$ cat config.mk
export PLATFORM = sky130hd
export DESIGN_NAME = ssp_core
export DESIGN_NICKNAME = d
export VERILOG_FILES = /design/src/rtl/ssp_pkg.sv /design/src/rtl/ssp_fifo.sv /design/src/rtl/ssp_core.sv
export VERILOG_INCLUDE_DIRS = /design/src /design/src/rtl
export SDC_FILE = /design/constraint.sdc
export NUM_CORES = 1
export LEC_CHECK = 0
export BUFFER_PORTS_ARGS = -buffer_cell sky130_fd_sc_hd__clkbuf_2
export CAP_MARGIN = 0
export CORE_ASPECT_RATIO = 1.75
export CORE_MARGIN = 8
export CORE_UTILIZATION = 45
export DETAILED_ROUTE_END_ITERATION = 10
export GPL_ROUTABILITY_DRIVEN = 0
export HOLD_SLACK_MARGIN = 0.15
export SLEW_MARGIN = 0
export SYNTH_ARGS = -nofsm -noshare
export SYNTH_HDL_FRONTEND = slang
export SYNTH_SLANG_ARGS = --single-unit
$ cat constraint.sdc
create_clock -name aclk -period 5.4 [get_ports aclk]
set_clock_uncertainty 0.2 [all_clocks]
set_input_delay 1.08 -clock aclk [delete_from_list [all_inputs] [get_ports aclk]]
set_output_delay 1.08 -clock aclk [all_outputs]
set_load 0.05 [all_outputs]
$ cat src/rtl/ssp_defs.svh
/*
  register offsets, reset values and timing counts of the serial port block.
  assumes inclusion by bare name from the package and the design files.
*/
`ifndef SSP_DEFS_SVH
`define SSP_DEFS_SVH

`define SSP_ADDR_W        8
`define SSP_DATA_W        32
`define SSP_BYTE_W        8
`define SSP_FIFO_DEPTH    32
`define SSP_OFS_CTRL      8'he0
`define SSP_OFS_DATA      8'he4
`define SSP_OFS_STAT      8'he8
`define SSP_CTRL_RST      8'h00
`define SSP_STAT_PAD      2'h0
`define SSP_SHIFT_RST     8'h00
`define SSP_TX_FILL       8'hff
`define SSP_CNT_LAST      3'h7
`define SSP_CNT_ZERO      3'h0
`define SSP_CNT_ONE       3'h1
`define SSP_RESP_OKAY     2'h0
`define SSP_RESP_DECERR   2'h3
`define SSP_SCK_HALF_NS   40
`define SSP_CLK_NS        10
`define SSP_SCK_HALF_CYC  ((`SSP_SCK_HALF_NS + `SSP_CLK_NS - 1) / `SSP_CLK_NS)
`define SSP_PRE_W         4

`endif

$ cat src/rtl/ssp_pkg.sv
/*
  types of the serial port block: control layout, status layout, states.
  assumes the constants header is on the include path.
*/
`include "ssp_defs.svh"

package ssp_pkg;

  // control register, bit 7 down to bit 0
  typedef struct packed {
    logic clk_ext;
    logic lsb_first;
    logic tx_rx;
    logic edge_rise;
    logic start;
    logic shift_en;
    logic int_en;
    logic pend;
  } ssp_ctrl_t;

  // status register, bit 7 down to bit 0
  typedef struct packed {
    logic       busy;
    logic       tx_full;
    logic       tx_empty;
    logic [1:0] pad;
    logic [2:0] cnt;
  } ssp_stat_t;

  typedef enum logic {
    st_idle,
    st_shift
  } ssp_state_t;

endpackage : ssp_pkg

$ cat src/rtl/ssp_fifo.sv
/*
  first-in first-out buffer with registered read data, valid/ready both sides.
  assumes one clock and a synchronous active-low reset.
*/
`timescale 1ns/1ps
`include "ssp_defs.svh"

module ssp_fifo
  import ssp_pkg::*;
#(
  parameter int WIDTH = `SSP_BYTE_W,
  parameter int DEPTH = `SSP_FIFO_DEPTH
) (
  input  wire logic             aclk,
  input  wire logic             aresetn,
  input  wire logic [WIDTH-1:0] in_data,
  input  wire logic             in_valid,
  output logic                  in_ready,
  output logic [WIDTH-1:0]      out_data,
  output logic                  out_valid,
  input  wire logic             out_ready
);

  localparam int PW = $clog2(DEPTH);

  logic [WIDTH-1:0] mem_q [DEPTH];
  logic [PW-1:0]    wr_q;
  logic [PW-1:0]    rd_q;
  logic [PW-1:0]    rd_d;
  logic [PW:0]      cnt_q;
  logic [PW:0]      cnt_d;
  logic             push;
  logic             pop;

  // full refuses the writer, so back-pressure reaches the bus
  assign in_ready = (cnt_q < (PW+1)'(DEPTH));
  assign push     = in_valid && in_ready;
  assign pop      = out_valid && out_ready;
  assign rd_d     = pop ? rd_q + 1'b1 : rd_q;
  assign cnt_d    = cnt_q + (PW+1)'(push) - (PW+1)'(pop);

  // storage has no reset; the pointers, fill level and output register do
  always_ff @(posedge aclk) begin
    if (push) begin
      mem_q[wr_q] <= in_data;
    end
  end

  // pointers and fill level
  always_ff @(posedge aclk) begin
    if (!aresetn) begin
      wr_q  <= '0;
      rd_q  <= '0;
      cnt_q <= '0;
    end else begin
      if (push) begin
        wr_q <= wr_q + 1'b1;
      end
      rd_q  <= rd_d;
      cnt_q <= cnt_d;
    end
  end

  // head word out of a register; bypass when the write lands on the head
  always_ff @(posedge aclk) begin
    if (!aresetn) begin
      out_data  <= '0;
      out_valid <= 1'b0;
    end else begin
      out_data  <= (push && wr_q == rd_d) ? in_data : mem_q[rd_d];
      out_valid <= (cnt_d != '0);
    end
  end

endmodule : ssp_fifo

$ cat src/rtl/ssp_core.sv
/*
  synchronous serial port: axi4-lite control/status, tx byte fifo, 8-bit shifter.
  assumes pins are asynchronous to aclk; a single aclk with synchronous reset.
*/
// Register access over AXI4-Lite was chosen for this implementation.
// Functional notes
// - control bit 7 picks internal prescaled shift clock (0) or external pin (1).
// - edge bit 4 clear: transmit changes on falling, receive samples on rising.
// - edge bit 4 set: transmit changes on rising, receive samples on falling.
// - writing 1 to bit 3 clears the 3-bit counter and starts shifting.
// - bit 2 set lets the shifter and shift clock counter run.
// - bit 2 clear holds shifter and counter still, no bits move.
// - interrupt request leaves the block only while enable bit 1 is set.
// - bit 0 reads 0 with nothing pending; writing 0 clears pending.
// - bit 0 reads 1 while pending and stays set until software writes 0.
`timescale 1ns/1ps
`include "ssp_defs.svh"

module ssp_core
  import ssp_pkg::*;
(
  input  wire logic                   aclk,
  input  wire logic                   aresetn,
  input  wire logic [`SSP_ADDR_W-1:0] s_axi_awaddr,
  input  wire logic                   s_axi_awvalid,
  output logic                        s_axi_awready,
  input  wire logic [`SSP_DATA_W-1:0] s_axi_wdata,
  input  wire logic [3:0]             s_axi_wstrb,
  input  wire logic                   s_axi_wvalid,
  output logic                        s_axi_wready,
  output logic [1:0]                  s_axi_bresp,
  output logic                        s_axi_bvalid,
  input  wire logic                   s_axi_bready,
  input  wire logic [`SSP_ADDR_W-1:0] s_axi_araddr,
  input  wire logic                   s_axi_arvalid,
  output logic                        s_axi_arready,
  output logic [`SSP_DATA_W-1:0]      s_axi_rdata,
  output logic [1:0]                  s_axi_rresp,
  output logic                        s_axi_rvalid,
  input  wire logic                   s_axi_rready,
  input  wire logic                   sck_i,
  output logic                        sck_o,
  output logic                        sck_oe_n,
  input  wire logic                   sdi_i,
  output logic                        sdo_o,
  output logic                        irq_o
);

  ssp_ctrl_t                ctrl_q;
  ssp_stat_t                stat;
  ssp_state_t               state_q;
  logic [`SSP_ADDR_W-1:0]   waddr;
  logic [`SSP_ADDR_W-1:0]   raddr;
  logic                     wr_en;
  logic                     wr_ctrl;
  logic                     wr_data;
  logic                     wr_hit;
  logic                     rd_en;
  logic                     rd_hit;
  logic [`SSP_BYTE_W-1:0]   rd_byte;
  ssp_ctrl_t                wctrl;
  logic                     start;
  logic                     pend_clr;
  logic                     done;
  logic                     busy;
  logic                     run;
  logic                     fifo_in_ready;
  logic [`SSP_BYTE_W-1:0]   fifo_data;
  logic                     fifo_valid;
  logic                     fifo_pop;
  logic                     sck_m_q;
  logic                     sck_s_q;
  logic                     sdi_m_q;
  logic                     sdi_s_q;
  logic                     sck_int_q;
  logic [`SSP_PRE_W-1:0]    pre_q;
  logic                     lvl;
  logic                     lvl_prev_q;
  logic                     rise;
  logic                     fall;
  logic                     tx_edge;
  logic                     rx_edge;
  logic [2:0]               cnt_q;
  logic [`SSP_BYTE_W-1:0]   tx_sr_q;
  logic [`SSP_BYTE_W-1:0]   rx_sr_q;
  logic [`SSP_BYTE_W-1:0]   rx_byte_q;
  logic                     sdo_q;

  // write address and data are taken together; a full fifo stalls data writes
  assign waddr         = {s_axi_awaddr[`SSP_ADDR_W-1:2], 2'b00};
  assign wr_data       = (waddr == `SSP_OFS_DATA);
  assign wr_ctrl       = (waddr == `SSP_OFS_CTRL);
  assign wr_hit        = wr_ctrl || wr_data;
  assign wr_en         = s_axi_awvalid && s_axi_wvalid && !s_axi_bvalid
                         && (!wr_data || fifo_in_ready);
  assign s_axi_awready = wr_en;
  assign s_axi_wready  = wr_en;
  assign wctrl         = ssp_ctrl_t'(s_axi_wdata[`SSP_BYTE_W-1:0]);

  // only the low byte lane carries register bits
  assign start    = wr_en && wr_ctrl && s_axi_wstrb[0] && wctrl.start;
  assign pend_clr = wr_en && wr_ctrl && s_axi_wstrb[0] && !wctrl.pend;

  // write response, one cycle after the pair is taken
  always_ff @(posedge aclk) begin
    if (!aresetn) begin
      s_axi_bvalid <= 1'b0;
      s_axi_bresp  <= `SSP_RESP_OKAY;
    end else if (wr_en) begin
      s_axi_bvalid <= 1'b1;
      s_axi_bresp  <= wr_hit ? `SSP_RESP_OKAY : `SSP_RESP_DECERR;
    end else if (s_axi_bready) begin
      s_axi_bvalid <= 1'b0;
    end
  end

  // read decode; the start bit always reads back as zero
  assign raddr         = {s_axi_araddr[`SSP_ADDR_W-1:2], 2'b00};
  assign rd_en         = s_axi_arvalid && !s_axi_rvalid;
  assign s_axi_arready = rd_en;
  assign stat          = '{busy: busy, tx_full: !fifo_in_ready, tx_empty: !fifo_valid,
                           pad: `SSP_STAT_PAD, cnt: cnt_q};
  always_comb begin
    rd_byte = '0;
    rd_hit  = 1'b1;
    case (raddr)
      `SSP_OFS_CTRL: rd_byte = ctrl_q;
      `SSP_OFS_DATA: rd_byte = rx_byte_q;
      `SSP_OFS_STAT: rd_byte = stat;
      default:       rd_hit  = 1'b0;
    endcase
  end

  // read answer, registered, held until rready
  always_ff @(posedge aclk) begin
    if (!aresetn) begin
      s_axi_rvalid <= 1'b0;
      s_axi_rdata  <= '0;
      s_axi_rresp  <= `SSP_RESP_OKAY;
    end else if (rd_en) begin
      s_axi_rvalid <= 1'b1;
      s_axi_rdata  <= {{(`SSP_DATA_W-`SSP_BYTE_W){1'b0}}, rd_byte};
      s_axi_rresp  <= rd_hit ? `SSP_RESP_OKAY : `SSP_RESP_DECERR;
    end else if (s_axi_rready) begin
      s_axi_rvalid <= 1'b0;
    end
  end

  // control register; pending is set by hardware, set wins over a clear
  always_ff @(posedge aclk) begin
    if (!aresetn) begin
      ctrl_q <= ssp_ctrl_t'(`SSP_CTRL_RST);
    end else begin
      if (wr_en && wr_ctrl && s_axi_wstrb[0]) begin
        ctrl_q          <= wctrl;
        ctrl_q.start    <= 1'b0;
      end
      ctrl_q.pend <= done || (ctrl_q.pend && !pend_clr);
    end
  end

  // request gated by the enable bit
  assign irq_o = ctrl_q.pend && ctrl_q.int_en;

  // tx byte buffer between the bus and the shifter
  ssp_fifo #(
    .WIDTH (`SSP_BYTE_W),
    .DEPTH (`SSP_FIFO_DEPTH)
  ) u_tx_fifo (
    .aclk      (aclk),
    .aresetn   (aresetn),
    .in_data   (s_axi_wdata[`SSP_BYTE_W-1:0]),
    .in_valid  (s_axi_awvalid && s_axi_wvalid && !s_axi_bvalid && wr_data),
    .in_ready  (fifo_in_ready),
    .out_data  (fifo_data),
    .out_valid (fifo_valid),
    .out_ready (fifo_pop)
  );

  // a byte leaves the fifo only when a transmit transfer starts
  assign fifo_pop = start && wctrl.tx_rx && fifo_valid;

  // pin synchronisers, two flops each before any logic
  always_ff @(posedge aclk) begin
    if (!aresetn) begin
      sck_m_q <= 1'b0;
      sck_s_q <= 1'b0;
      sdi_m_q <= 1'b0;
      sdi_s_q <= 1'b0;
    end else begin
      sck_m_q <= sck_i;
      sck_s_q <= sck_m_q;
      sdi_m_q <= sdi_i;
      sdi_s_q <= sdi_m_q;
    end
  end

  assign busy = (state_q == st_shift);
  assign run  = busy && ctrl_q.shift_en;

  // transfer state
  always_ff @(posedge aclk) begin
    if (!aresetn) begin
      state_q <= st_idle;
    end else begin
      case (state_q)
        st_idle:  state_q <= start ? st_shift : st_idle;
        st_shift: state_q <= start ? st_shift : (done ? st_idle : st_shift);
        default:  state_q <= st_idle;
      endcase
    end
  end

  // internal shift clock; idles at the level where the first edge is a tx edge
  always_ff @(posedge aclk) begin
    if (!aresetn) begin
      pre_q     <= '0;
      sck_int_q <= 1'b1;
    end else if (start || !run || ctrl_q.clk_ext) begin
      pre_q     <= '0;
      sck_int_q <= start ? !wctrl.edge_rise : !ctrl_q.edge_rise;
    end else if (pre_q == `SSP_PRE_W'(`SSP_SCK_HALF_CYC - 1)) begin
      pre_q     <= '0;
      sck_int_q <= !sck_int_q;
    end else begin
      pre_q     <= pre_q + 1'b1;
    end
  end

  // the pin is driven only when the clock is made here
  assign sck_o    = sck_int_q;
  assign sck_oe_n = ctrl_q.clk_ext;

  // clock source selection and edge detection
  assign lvl = ctrl_q.clk_ext ? sck_s_q : sck_int_q;
  always_ff @(posedge aclk) begin
    if (!aresetn) begin
      lvl_prev_q <= 1'b1;
    end else begin
      lvl_prev_q <= lvl;
    end
  end
  assign rise    = lvl && !lvl_prev_q;
  assign fall    = !lvl && lvl_prev_q;
  assign tx_edge = run && !start && (ctrl_q.edge_rise ? rise : fall);
  assign rx_edge = run && !start && (ctrl_q.edge_rise ? fall : rise);
  assign done    = rx_edge && (cnt_q == `SSP_CNT_LAST);

  // 3-bit counter of sampled bits, cleared by a start
  always_ff @(posedge aclk) begin
    if (!aresetn) begin
      cnt_q <= `SSP_CNT_ZERO;
    end else if (start) begin
      cnt_q <= `SSP_CNT_ZERO;
    end else if (rx_edge) begin
      cnt_q <= cnt_q + `SSP_CNT_ONE;
    end
  end

  // transmit shifter; an empty fifo sends all ones
  always_ff @(posedge aclk) begin
    if (!aresetn) begin
      tx_sr_q <= `SSP_SHIFT_RST;
      sdo_q   <= 1'b1;
    end else if (start) begin
      tx_sr_q <= fifo_pop ? fifo_data : `SSP_TX_FILL;
    end else if (tx_edge && ctrl_q.tx_rx) begin
      sdo_q   <= ctrl_q.lsb_first ? tx_sr_q[0] : tx_sr_q[`SSP_BYTE_W-1];
      tx_sr_q <= ctrl_q.lsb_first ? {1'b0, tx_sr_q[`SSP_BYTE_W-1:1]}
                                  : {tx_sr_q[`SSP_BYTE_W-2:0], 1'b0};
    end
  end
  assign sdo_o = sdo_q;

  // receive shifter, byte latched for software when the eighth bit lands
  always_ff @(posedge aclk) begin
    if (!aresetn) begin
      rx_sr_q   <= `SSP_SHIFT_RST;
      rx_byte_q <= `SSP_SHIFT_RST;
    end else if (rx_edge) begin
      rx_sr_q <= ctrl_q.lsb_first ? {sdi_s_q, rx_sr_q[`SSP_BYTE_W-1:1]}
                                  : {rx_sr_q[`SSP_BYTE_W-2:0], sdi_s_q};
      if (done) begin
        rx_byte_q <= ctrl_q.lsb_first ? {sdi_s_q, rx_sr_q[`SSP_BYTE_W-1:1]}
                                      : {rx_sr_q[`SSP_BYTE_W-2:0], sdi_s_q};
      end
    end
  end
endmodule : ssp_core

# Word level (Yosys, flattened, before mapping)
# Memories as Yosys holds them, arrays and structs flattened. A register that Yosys moved wholly into a read port is not among the register bits.
# Cells that the tools add are included.
# op_classes
add_sub_neg	6
magnitude_cmp	1
eq_ne	7
n_mux	27
bitwise	3
n_reduce_logical	53
# op_table
op	n
2-to-1 mux 8 bit	5
== test 6 bit (second input constant)	5
case mux 8 bit (3 select lines)	1
logical AND 1 bit	23
2-to-1 mux 1 bit	17
logical NOT 1 bit	15
adder 5 x 1 -> 5 bit (second input constant)	2
nonzero test 2 bit	4
adder 6 x 1 -> 6 bit	1
less-than comparator 6 bit (second input constant)	1
nonzero test 6 bit	1
OR reduction 3 bit	2
subtractor 6 x 1 -> 6 bit	1
logical OR 1 bit	5
2-to-1 mux 5 bit	1
adder 4 x 1 -> 4 bit (second input constant)	1
== test 4 x 2 -> 1 bit (second input constant)	1
2-to-1 mux 2 bit	2
AND reduction 2 bit	2
adder 3 x 1 -> 3 bit (second input constant)	1
== test 3 bit (second input constant)	1
NOT 1 bit	3
case mux 1 bit (2 select lines)	1
OR reduction 2 bit	1
# totals
regBits	77
mem_bits_rw	256
inputBits	61
out_inout_bits	45
word_cells	127
n_memories	1
# memory_table
name	depth	word_bits	rd	rd_ports_with_merged_regs	write_ports	line	source
u_tx_fifo.mem_q	32	8	1	1	1	ssp_fifo.sv:26	logic [WIDTH-1:0] mem_q [DEPTH];

# Depth between registers and ports, before layout
# Gate-level depths: netlist of the first run.
# logic_depth
depth_word	14
depth_mapped	15
mapped_depth_nobuf	12

# Hierarchy
# Synthesis of the first run repeated with hierarchy kept, for this count alone.
# hier_totals
hier_cells	1413
hier_area_um2	16291.9
# modules_own_cells
mod	instances	cells_per_inst	area_each_um2	seq_area_each_um2
ssp_fifo	1	1084	13301.5	8187.9
ssp_core	1	329	2990.4	1161.1

# Least setup slack after synthesis of the first run
# Ideal clock, no wire load.
# synth_path
path_kind	input-to-reg
from	in s_axi_awaddr[4]
to	reg u_tx_fifo.out_valid
arrival_ps	3947
required_time_ps	5080
slack_ps	1133
cell_stages	12
path_buffers	2
path_cell_list	nand4bb_4 -> buf_6 -> nor4_4 -> buf_6 -> nand2b_1 -> nand2_1 -> ha_1 -> inv_1 -> fa_1 -> xnor2_1 -> or4b_2 -> o31a_1
# synth_between
elab_chain_cells	12
elab_cells_between_ends	16
classes_between	2 x add/sub; 2 x eq/ne; 12 x reduce/logical
# synth_lines
item	line	source
start, declared	ssp_core.sv:24	input wire logic [`SSP_ADDR_W-1:0] s_axi_awaddr,
branches (longest 10 deep; another with adder 6 x 1 -> 6 bit)	-	
subtractor 6 x 1 -> 6 bit (*)	ssp_fifo.sv:40	assign cnt_d = cnt_q + (PW+1)'(push) - (PW+1)'(pop);
nonzero test 6 bit (*)	ssp_fifo.sv:71	out_valid <= (cnt_d != '0);
end signal, assigned	ssp_fifo.sv:71	
end, declared	ssp_fifo.sv:20	output logic out_valid,
# Mark *: on every way between the ends.
# A chain may end at the register's enable or synchronous reset.

# Worst setup path after layout of the first run
# layout_path
from	in s_axi_awaddr[4]
to	reg u_tx_fifo.out_data[0], read port of u_tx_fifo.mem_q
# layout_between
elab_chain_cells	11
elab_cells_between_ends	12
classes_between	2 x eq/ne; 1 x mux; 9 x reduce/logical
# layout_lines
item	line	source
== test 6 bit (no source line)	-	
logical NOT 1 bit	ssp_core.sv:95	&& (!wr_data || fifo_in_ready);
logical OR 1 bit	ssp_core.sv:95	
logical AND 1 bit	ssp_core.sv:95	
logical AND 1 bit (*) (3 in a row)	ssp_core.sv:101	assign start = wr_en && wr_ctrl && s_axi_wstrb[0] && wctrl.start;
logical AND 1 bit (*) (2 in a row)	ssp_core.sv:181	assign fifo_pop = start && wctrl.tx_rx && fifo_valid;
logical AND 1 bit (*)	ssp_fifo.sv:38	assign pop = out_valid && out_ready;
2-to-1 mux 5 bit (*)	ssp_fifo.sv:39	assign rd_d = pop ? rd_q + 1'b1 : rd_q;
end, declared	ssp_fifo.sv:19	output logic [WIDTH-1:0] out_data,
# Every way passes the cells marked *; elsewhere a longest branch is shown, timed or not.

==> results.toml, run 1 <==
[sta]
period_minus_slack_ns = 4.05
holdWs_ns = 0.236
tightest_slew_ns = 1.11
fin_ws_ns = 1.35
rsz0062_at_grt = "false"
setup-tns-final_ns = 0
fin_crit_sh = 0.749
setup_violations = 0
clock.fmax_mhz = 247
slew_viol_final = 0
hold_viol = 0
timing.slew.headroom = 0.258

[floorplan]
die-width_um = 160
die_h_um = 267
die_area_mm2 = 0.0427
coreArea_mm2 = 0.0358
start_util = 0.454
ios = 106
placementRows = 92

[power_and_ir_drop]
leakagePower_nw = 5.50
internal-power_mw = 4.08
pwr-share-comb = 0.030
power_density_mw_per_mm2 = 290
p_seq_frac = 0.542
peakVddDrop_mv = 0.226
switching_share = 0.212
p_sw_mw = 1.10
clockPowerShare = 0.428

[clocking]
holdBufCountCts = 0
cts.clk_slew.worst_paths_ns = 0.07
post_cts_buffers = 0
insertion_delay_ns = 0.59
cts.sinks = 339
ctsResizeCount = 0
numCtsBuffers = 31
root_buffer = "clkbuf_16"
htree_levels = 1
cts_tree = "built"
clock_path_buffers = 3

[global_route]
grt_max_degree = 75
antenna_found_initial = 0
gr-total-overflow = 0
track_usage = 0.190
grt_pass1_wl_um = 63400
first_global_vias = 10847

[critical_path]
required_ns = 5.73
max_stage_delay_ns = 0.79
cp.depth = 10
r2r_end = "u_tx_fifo.out_data[6]"
worstPathArrival_ns = 4.37
crit_chain = "clkbuf_2, nand4bb_4, or4_2, buf_4, nand3_1, buf_12, o211ai_1, o32ai_1, o21ai_0, nand3b_1"
r2r-start = "u_tx_fifo.rd_q[0]"
crit_end = "u_tx_fifo.out_data[0]"
cp_max_fo = 54
rrSetupSlack_ns = 1.68
cp_slowest_cell = "or4_2"
critical_path_buf_inv_count = 3
cp_top_family = "simple AND/OR/NAND/NOR gates"
crit_type = "primary input to flop"
startpoint = "s_axi_awaddr[4]"
start_kind = "primary input"
worstSetupEndpointType = "flop"
worstRegToRegCells = 9

[place]
post-place-ws_ns = 0.783
dp_hpwl_um = 26800
io_buffers = 50
dpl-instance-area_mm2 = 0.0168

[routing]
drt_iter0_drc = 740
route.detailed.drc = 0
ant_nets = 0
drt_wl_total_um = 41400
dr.pass1.iters = 4
detail_route.wl_per_cell_um = 22.7
vias_per_cell = 6.00
vias = 10951

[final_layout]
insertedDiodeCount = 0
stdcell_area_mm2 = 0.0178
final_cell_mix = "edfxtp_1 (256), mux2i_1 (164), nor2_1 (106)"
mostFrequentLayoutCell = "edfxtp_1"
drive_gt1_frac = 0.124
area_growth_pct = 9.72
num-fill-cells = 3099
nets = 1404
utilization = 0.498

[flow_run]
maxCapViolCount = 0

[yosys]
postSynthAreaPerCell_um2 = 12.3
yosysWarnings = 0
synth_edf_count = 256
async_flop_share = 0
ys_seq_area_frac = 0.575
ys_types = 72
syn-cell-area_mm2 = 0.0163
syn_inst = 1319
ys.flop_type = "edfxtp_1"
ys_ff_latch = 339

[worst_hold_path]
min_path_type = "flop to flop"

[outcome]
status = "complete, no violations"
## synth_stat cells (all sizes together) (20+ instances only)
library cell  instances  area (um^2)
edfxtp              256         7690
nor2                107          404
or3                  34          213
o221ai               29          254
a32o                 24          240
mux2i               164         1640
o32ai                30          263
nand3                21          105
dfxtp                83         1660
o21ai                51          255
a21oi                32          160
o22ai                25          156
clkbuf               55          206
inv                  20         75.1
o211ai               27          203
nand2                82          308
buf                  66          409
## registers in the layout, summed over array words and instances (netlist names), 3 cells and up
register            cells
u_tx_fifo.wr_q          5
ctrl_q                  6
u_tx_fifo.out_data      8
cnt_q                   3
tx_sr_q                 8
rx_sr_q                 8
u_tx_fifo.cnt_q         6
u_tx_fifo.rd_q          5
pre_q                   4
s_axi_rdata             8
rx_byte_q               8
u_tx_fifo.mem_q       256
## worst min path at each step
stage / start / endpoint / cells after the start
6_report: sdi_m_q / sdi_s_q / 1
5_1_grt: sdi_m_q / sdi_s_q / 1
4_1_cts: sdi_m_q / sdi_s_q / 1
3_5_place_dp: sdi_m_q / sdi_s_q / 1
3_3_place_gp: sdi_m_q / sdi_s_q / 1
2_1_floorplan: sck_m_q / sck_s_q / 1
## worst register-to-register path, delay by kind of cell, from the launching register on
kind	cells	cell delay (ns)
fa+ha+maj	1	0.22
simple gates	3	0.57
buf+inv	2	0.89
flops	1	0.64
compound gates	3	1.09
## per-layer routing
layer,track usage,routed length [um],vias to the layer above
li1,-,-,5110
met1,0.214,16000,5479
met2,0.353,21900,292
met3,0.0225,1890,70
met4,0.0878,1590,0
met5,0,0,-
## power by group through the flow
stage          sequential, mW  clock [mW]  combinational [mW]
2_1_floorplan            2.87           0              0.0920
3_3_place_gp             2.86           0               0.152
3_5_place_dp             2.86           0               0.154
4_1_cts                  2.80        2.26               0.155
5_1_grt                  2.80        2.35               0.163
6_report                 2.81        2.22               0.154
## cells by family after synthesis
family	synth area share
flops	0.575
xor+xnor	0.0122
mux	0.125
buf+inv	0.0425
compound gates	0.133
other cells	0.000231
fa+ha+maj	0.0112
simple gates	0.101
## layout make-up
| type | instances | area, um^2 | area share |
|---|---|---|---|
| flip-flops and latches | 339 | 9350 | 0.524 |
| multi-input cells | 862 | 6340 | 0.356 |
| clock buffers | 40 | 850 | 0.0476 |
| well taps | 470 | 588 | 0.0330 |
| repair buffers | 75 | 463 | 0.0259 |
| clock inverters | 18 | 168 | 0.00940 |
| inverters | 20 | 75.1 | 0.00421 |
## metrics by stage
step / total power, mW / cells
6_report: 5.17 / 1824
5_1_grt: 5.32 / 1824
4_1_cts: 5.21 / 1824
3_5_place_dp: 3.02 / 1766
3_3_place_gp: 3.01 / 1766
2_1_floorplan: 2.96 / 1342
Note: power is estimated with default switching activity, not from simulation.
==> run 2, diff against run 1 <==
==> constraint.sdc (replaced) <==
create_clock -name aclk -period 3.75 [get_ports aclk]
set_clock_uncertainty 0.2 [all_clocks]
set_input_delay 0.75 -clock aclk [delete_from_list [all_inputs] [get_ports aclk]]
set_output_delay 0.75 -clock aclk [all_outputs]
set_load 0.05 [all_outputs]
==> run 2 against run 1 <==
Effect of this change: register-to-register slack worse by 1.2 ns; first-iteration DRC count up 22%; largest cell class unchanged; non-clock buffer count up 82; critical endpoint is now u_tx_fifo.out_valid; sequential share of layout area down 1.9 points; largest power group unchanged; global-route usage up 0.69 points; critical path depth unchanged; wire length up 2.8%; setup slack worse by 0.85 ns; clock power up 40%.
==> results.toml, run 2 (synthesis results as in run 1) <==
[final_layout]
top_register = "u_tx_fifo.mem_q"
drive_gt1_frac = 0.173
largest_reg_flops = 256
num-fill-cells = 3133
final_cell_mix = "edfxtp_1 (256), mux2i_1 (164), nor2_1 (106)"
stdcell_area_mm2 = 0.0185
mostFrequentLayoutCell = "edfxtp_1"
nets = 1486
area_growth_pct = 13.8

[critical_path]
worstSetupEndpointType = "flop"
max_stage_delay_ns = 0.64
critical_path_buf_inv_count = 0
worstPathArrival_ns = 3.51
crit_top_cell = "nand2_1"
start_kind = "flop"
crit_type = "flop to flop"
cp_max_fo = 7
cp_top_family = "simple AND/OR/NAND/NOR gates"
crit_chain = "nand2_1, or4_2, nand2_1, nand2_1, ha_1, a21o_1, a21oi_2, xnor2_1, or4b_2, o31a_1"
required_ns = 4.02
cp_slowest_cell = "or4_2"

[sta]
clock.fmax_mhz = 308
hold_viol = 0
setup-tns-final_ns = 0
timing.slew.headroom = 0.338
slew_viol_final = 0
setup_violations = 0
fin_crit_sh = 0.866
period_minus_slack_ns = 3.25
tightest_slew_ns = 0.992
rsz0062_at_grt = "false"

[floorplan]
die_h_um = 267
coreArea_mm2 = 0.0358
die-width_um = 160
placementRows = 92
start_util = 0.454
die_area_mm2 = 0.0427
ios = 106

[global_route]
gr-total-overflow = 0
grt_pass1_wl_um = 66000
track_usage = 0.197
grt_max_degree = 130
first_global_vias = 11605
antenna_found_initial = 0

[routing]
vias = 11292
drt_iter0_drc = 903
drt_wl_total_um = 42600
dr.pass1.iters = 5
route.detailed.drc = 0
detail_route.wl_per_cell_um = 22.4
ant_nets = 0
vias_per_cell = 5.93

[clocking]
htree_levels = 1
ctsResizeCount = 0
root_buffer = "clkbuf_16"
clock_path_buffers = 3
cts_tree = "built"
cts.sinks = 339
numCtsBuffers = 31
cts.clk_slew.worst_paths_ns = 0.07
insertion_delay_ns = 0.57
holdBufCountCts = 0
post_cts_buffers = 0

[worst_hold_path]
min_path_type = "primary input to flop"

[flow_run]
maxCapViolCount = 0

[power_and_ir_drop]
power_density_mw_per_mm2 = 398
power_mw = 7.37
peakVddDrop_mv = 0.294
leakagePower_nw = 5.90

[place]
io_buffers = 50
dpl-instance-area_mm2 = 0.0175
dp_hpwl_um = 28400

[outcome]
status = "complete, no violations"
[run 2: worst paths after layout]
kind | slack [ns] | startpoint | cells after the start | to
setup / recovery | 0.50 | u_tx_fifo.out_valid | 10 | u_tx_fifo.out_valid
hold / removal | 0.18 | sdi_i | 2 | sdi_m_q
setup reg to reg | 0.50 | u_tx_fifo.out_valid | 10 | u_tx_fifo.out_valid
hold reg to reg | 0.24 | sdi_m_q | 1 | sdi_s_q
[run 2: power breakdown]
group | internal (mW) | leakage (nW) | total (mW) | switching (mW)
Sequential | 4.04 | 2.97 | 4.04 | 0.00419
Combinational | 0.0392 | 2.46 | 0.230 | 0.191
Clock | 1.72 | 0.469 | 3.10 | 1.38
Total | 5.80 | 5.90 | 7.37 | 1.57
[run 2: layout make-up]
cell class | count | area [um^2] | share of cell area
Sequential cell | 339 | 9350 | 0.505
Inverter | 20 | 75.1 | 0.00406
Multi-Input combinational cell | 862 | 6360 | 0.343
Antenna cell | 1 | 2.50 | 0.000135
Tap cell | 470 | 588 | 0.0318
Clock inverter | 18 | 175 | 0.00946
Clock buffer | 38 | 802 | 0.0433
Timing Repair Buffer | 157 | 1150 | 0.0623
[run 2: worst register-to-register path: stages (launching register included)]
cell	delay, ns
dfxtp_1	0.53
nand2_1	0.12
or4_2	0.64
nand2_1	0.09
nand2_1	0.06
ha_1	0.19
a21o_1	0.17
a21oi_2	0.17
xnor2_1	0.09
or4b_2	0.63
o31a_1	0.25
[run 2: per-layer routing]
| layer | up-vias | wire, um | track usage |
|---|---|---|---|
| met5 | - | 0 | 0 |
| met4 | 0 | 1730 | 0.0947 |
| met3 | 80 | 1610 | 0.0237 |
| met2 | 296 | 23000 | 0.371 |
| met1 | 5653 | 16300 | 0.214 |
| li1 | 5263 | - | - |
[run 2: through the flow]
step	hold slack, ns	utilization	std cells	worst slack (ns)
after global placement	0.215	0.490	1848	0.00721
after CTS	0.164	0.517	1904	0.473
after detailed placement	0.221	0.490	1848	0.0124
final	0.184	0.517	1905	0.502
after floorplan	0.212	-	1342	0.0192
after global routing	0.171	0.517	1904	0.379
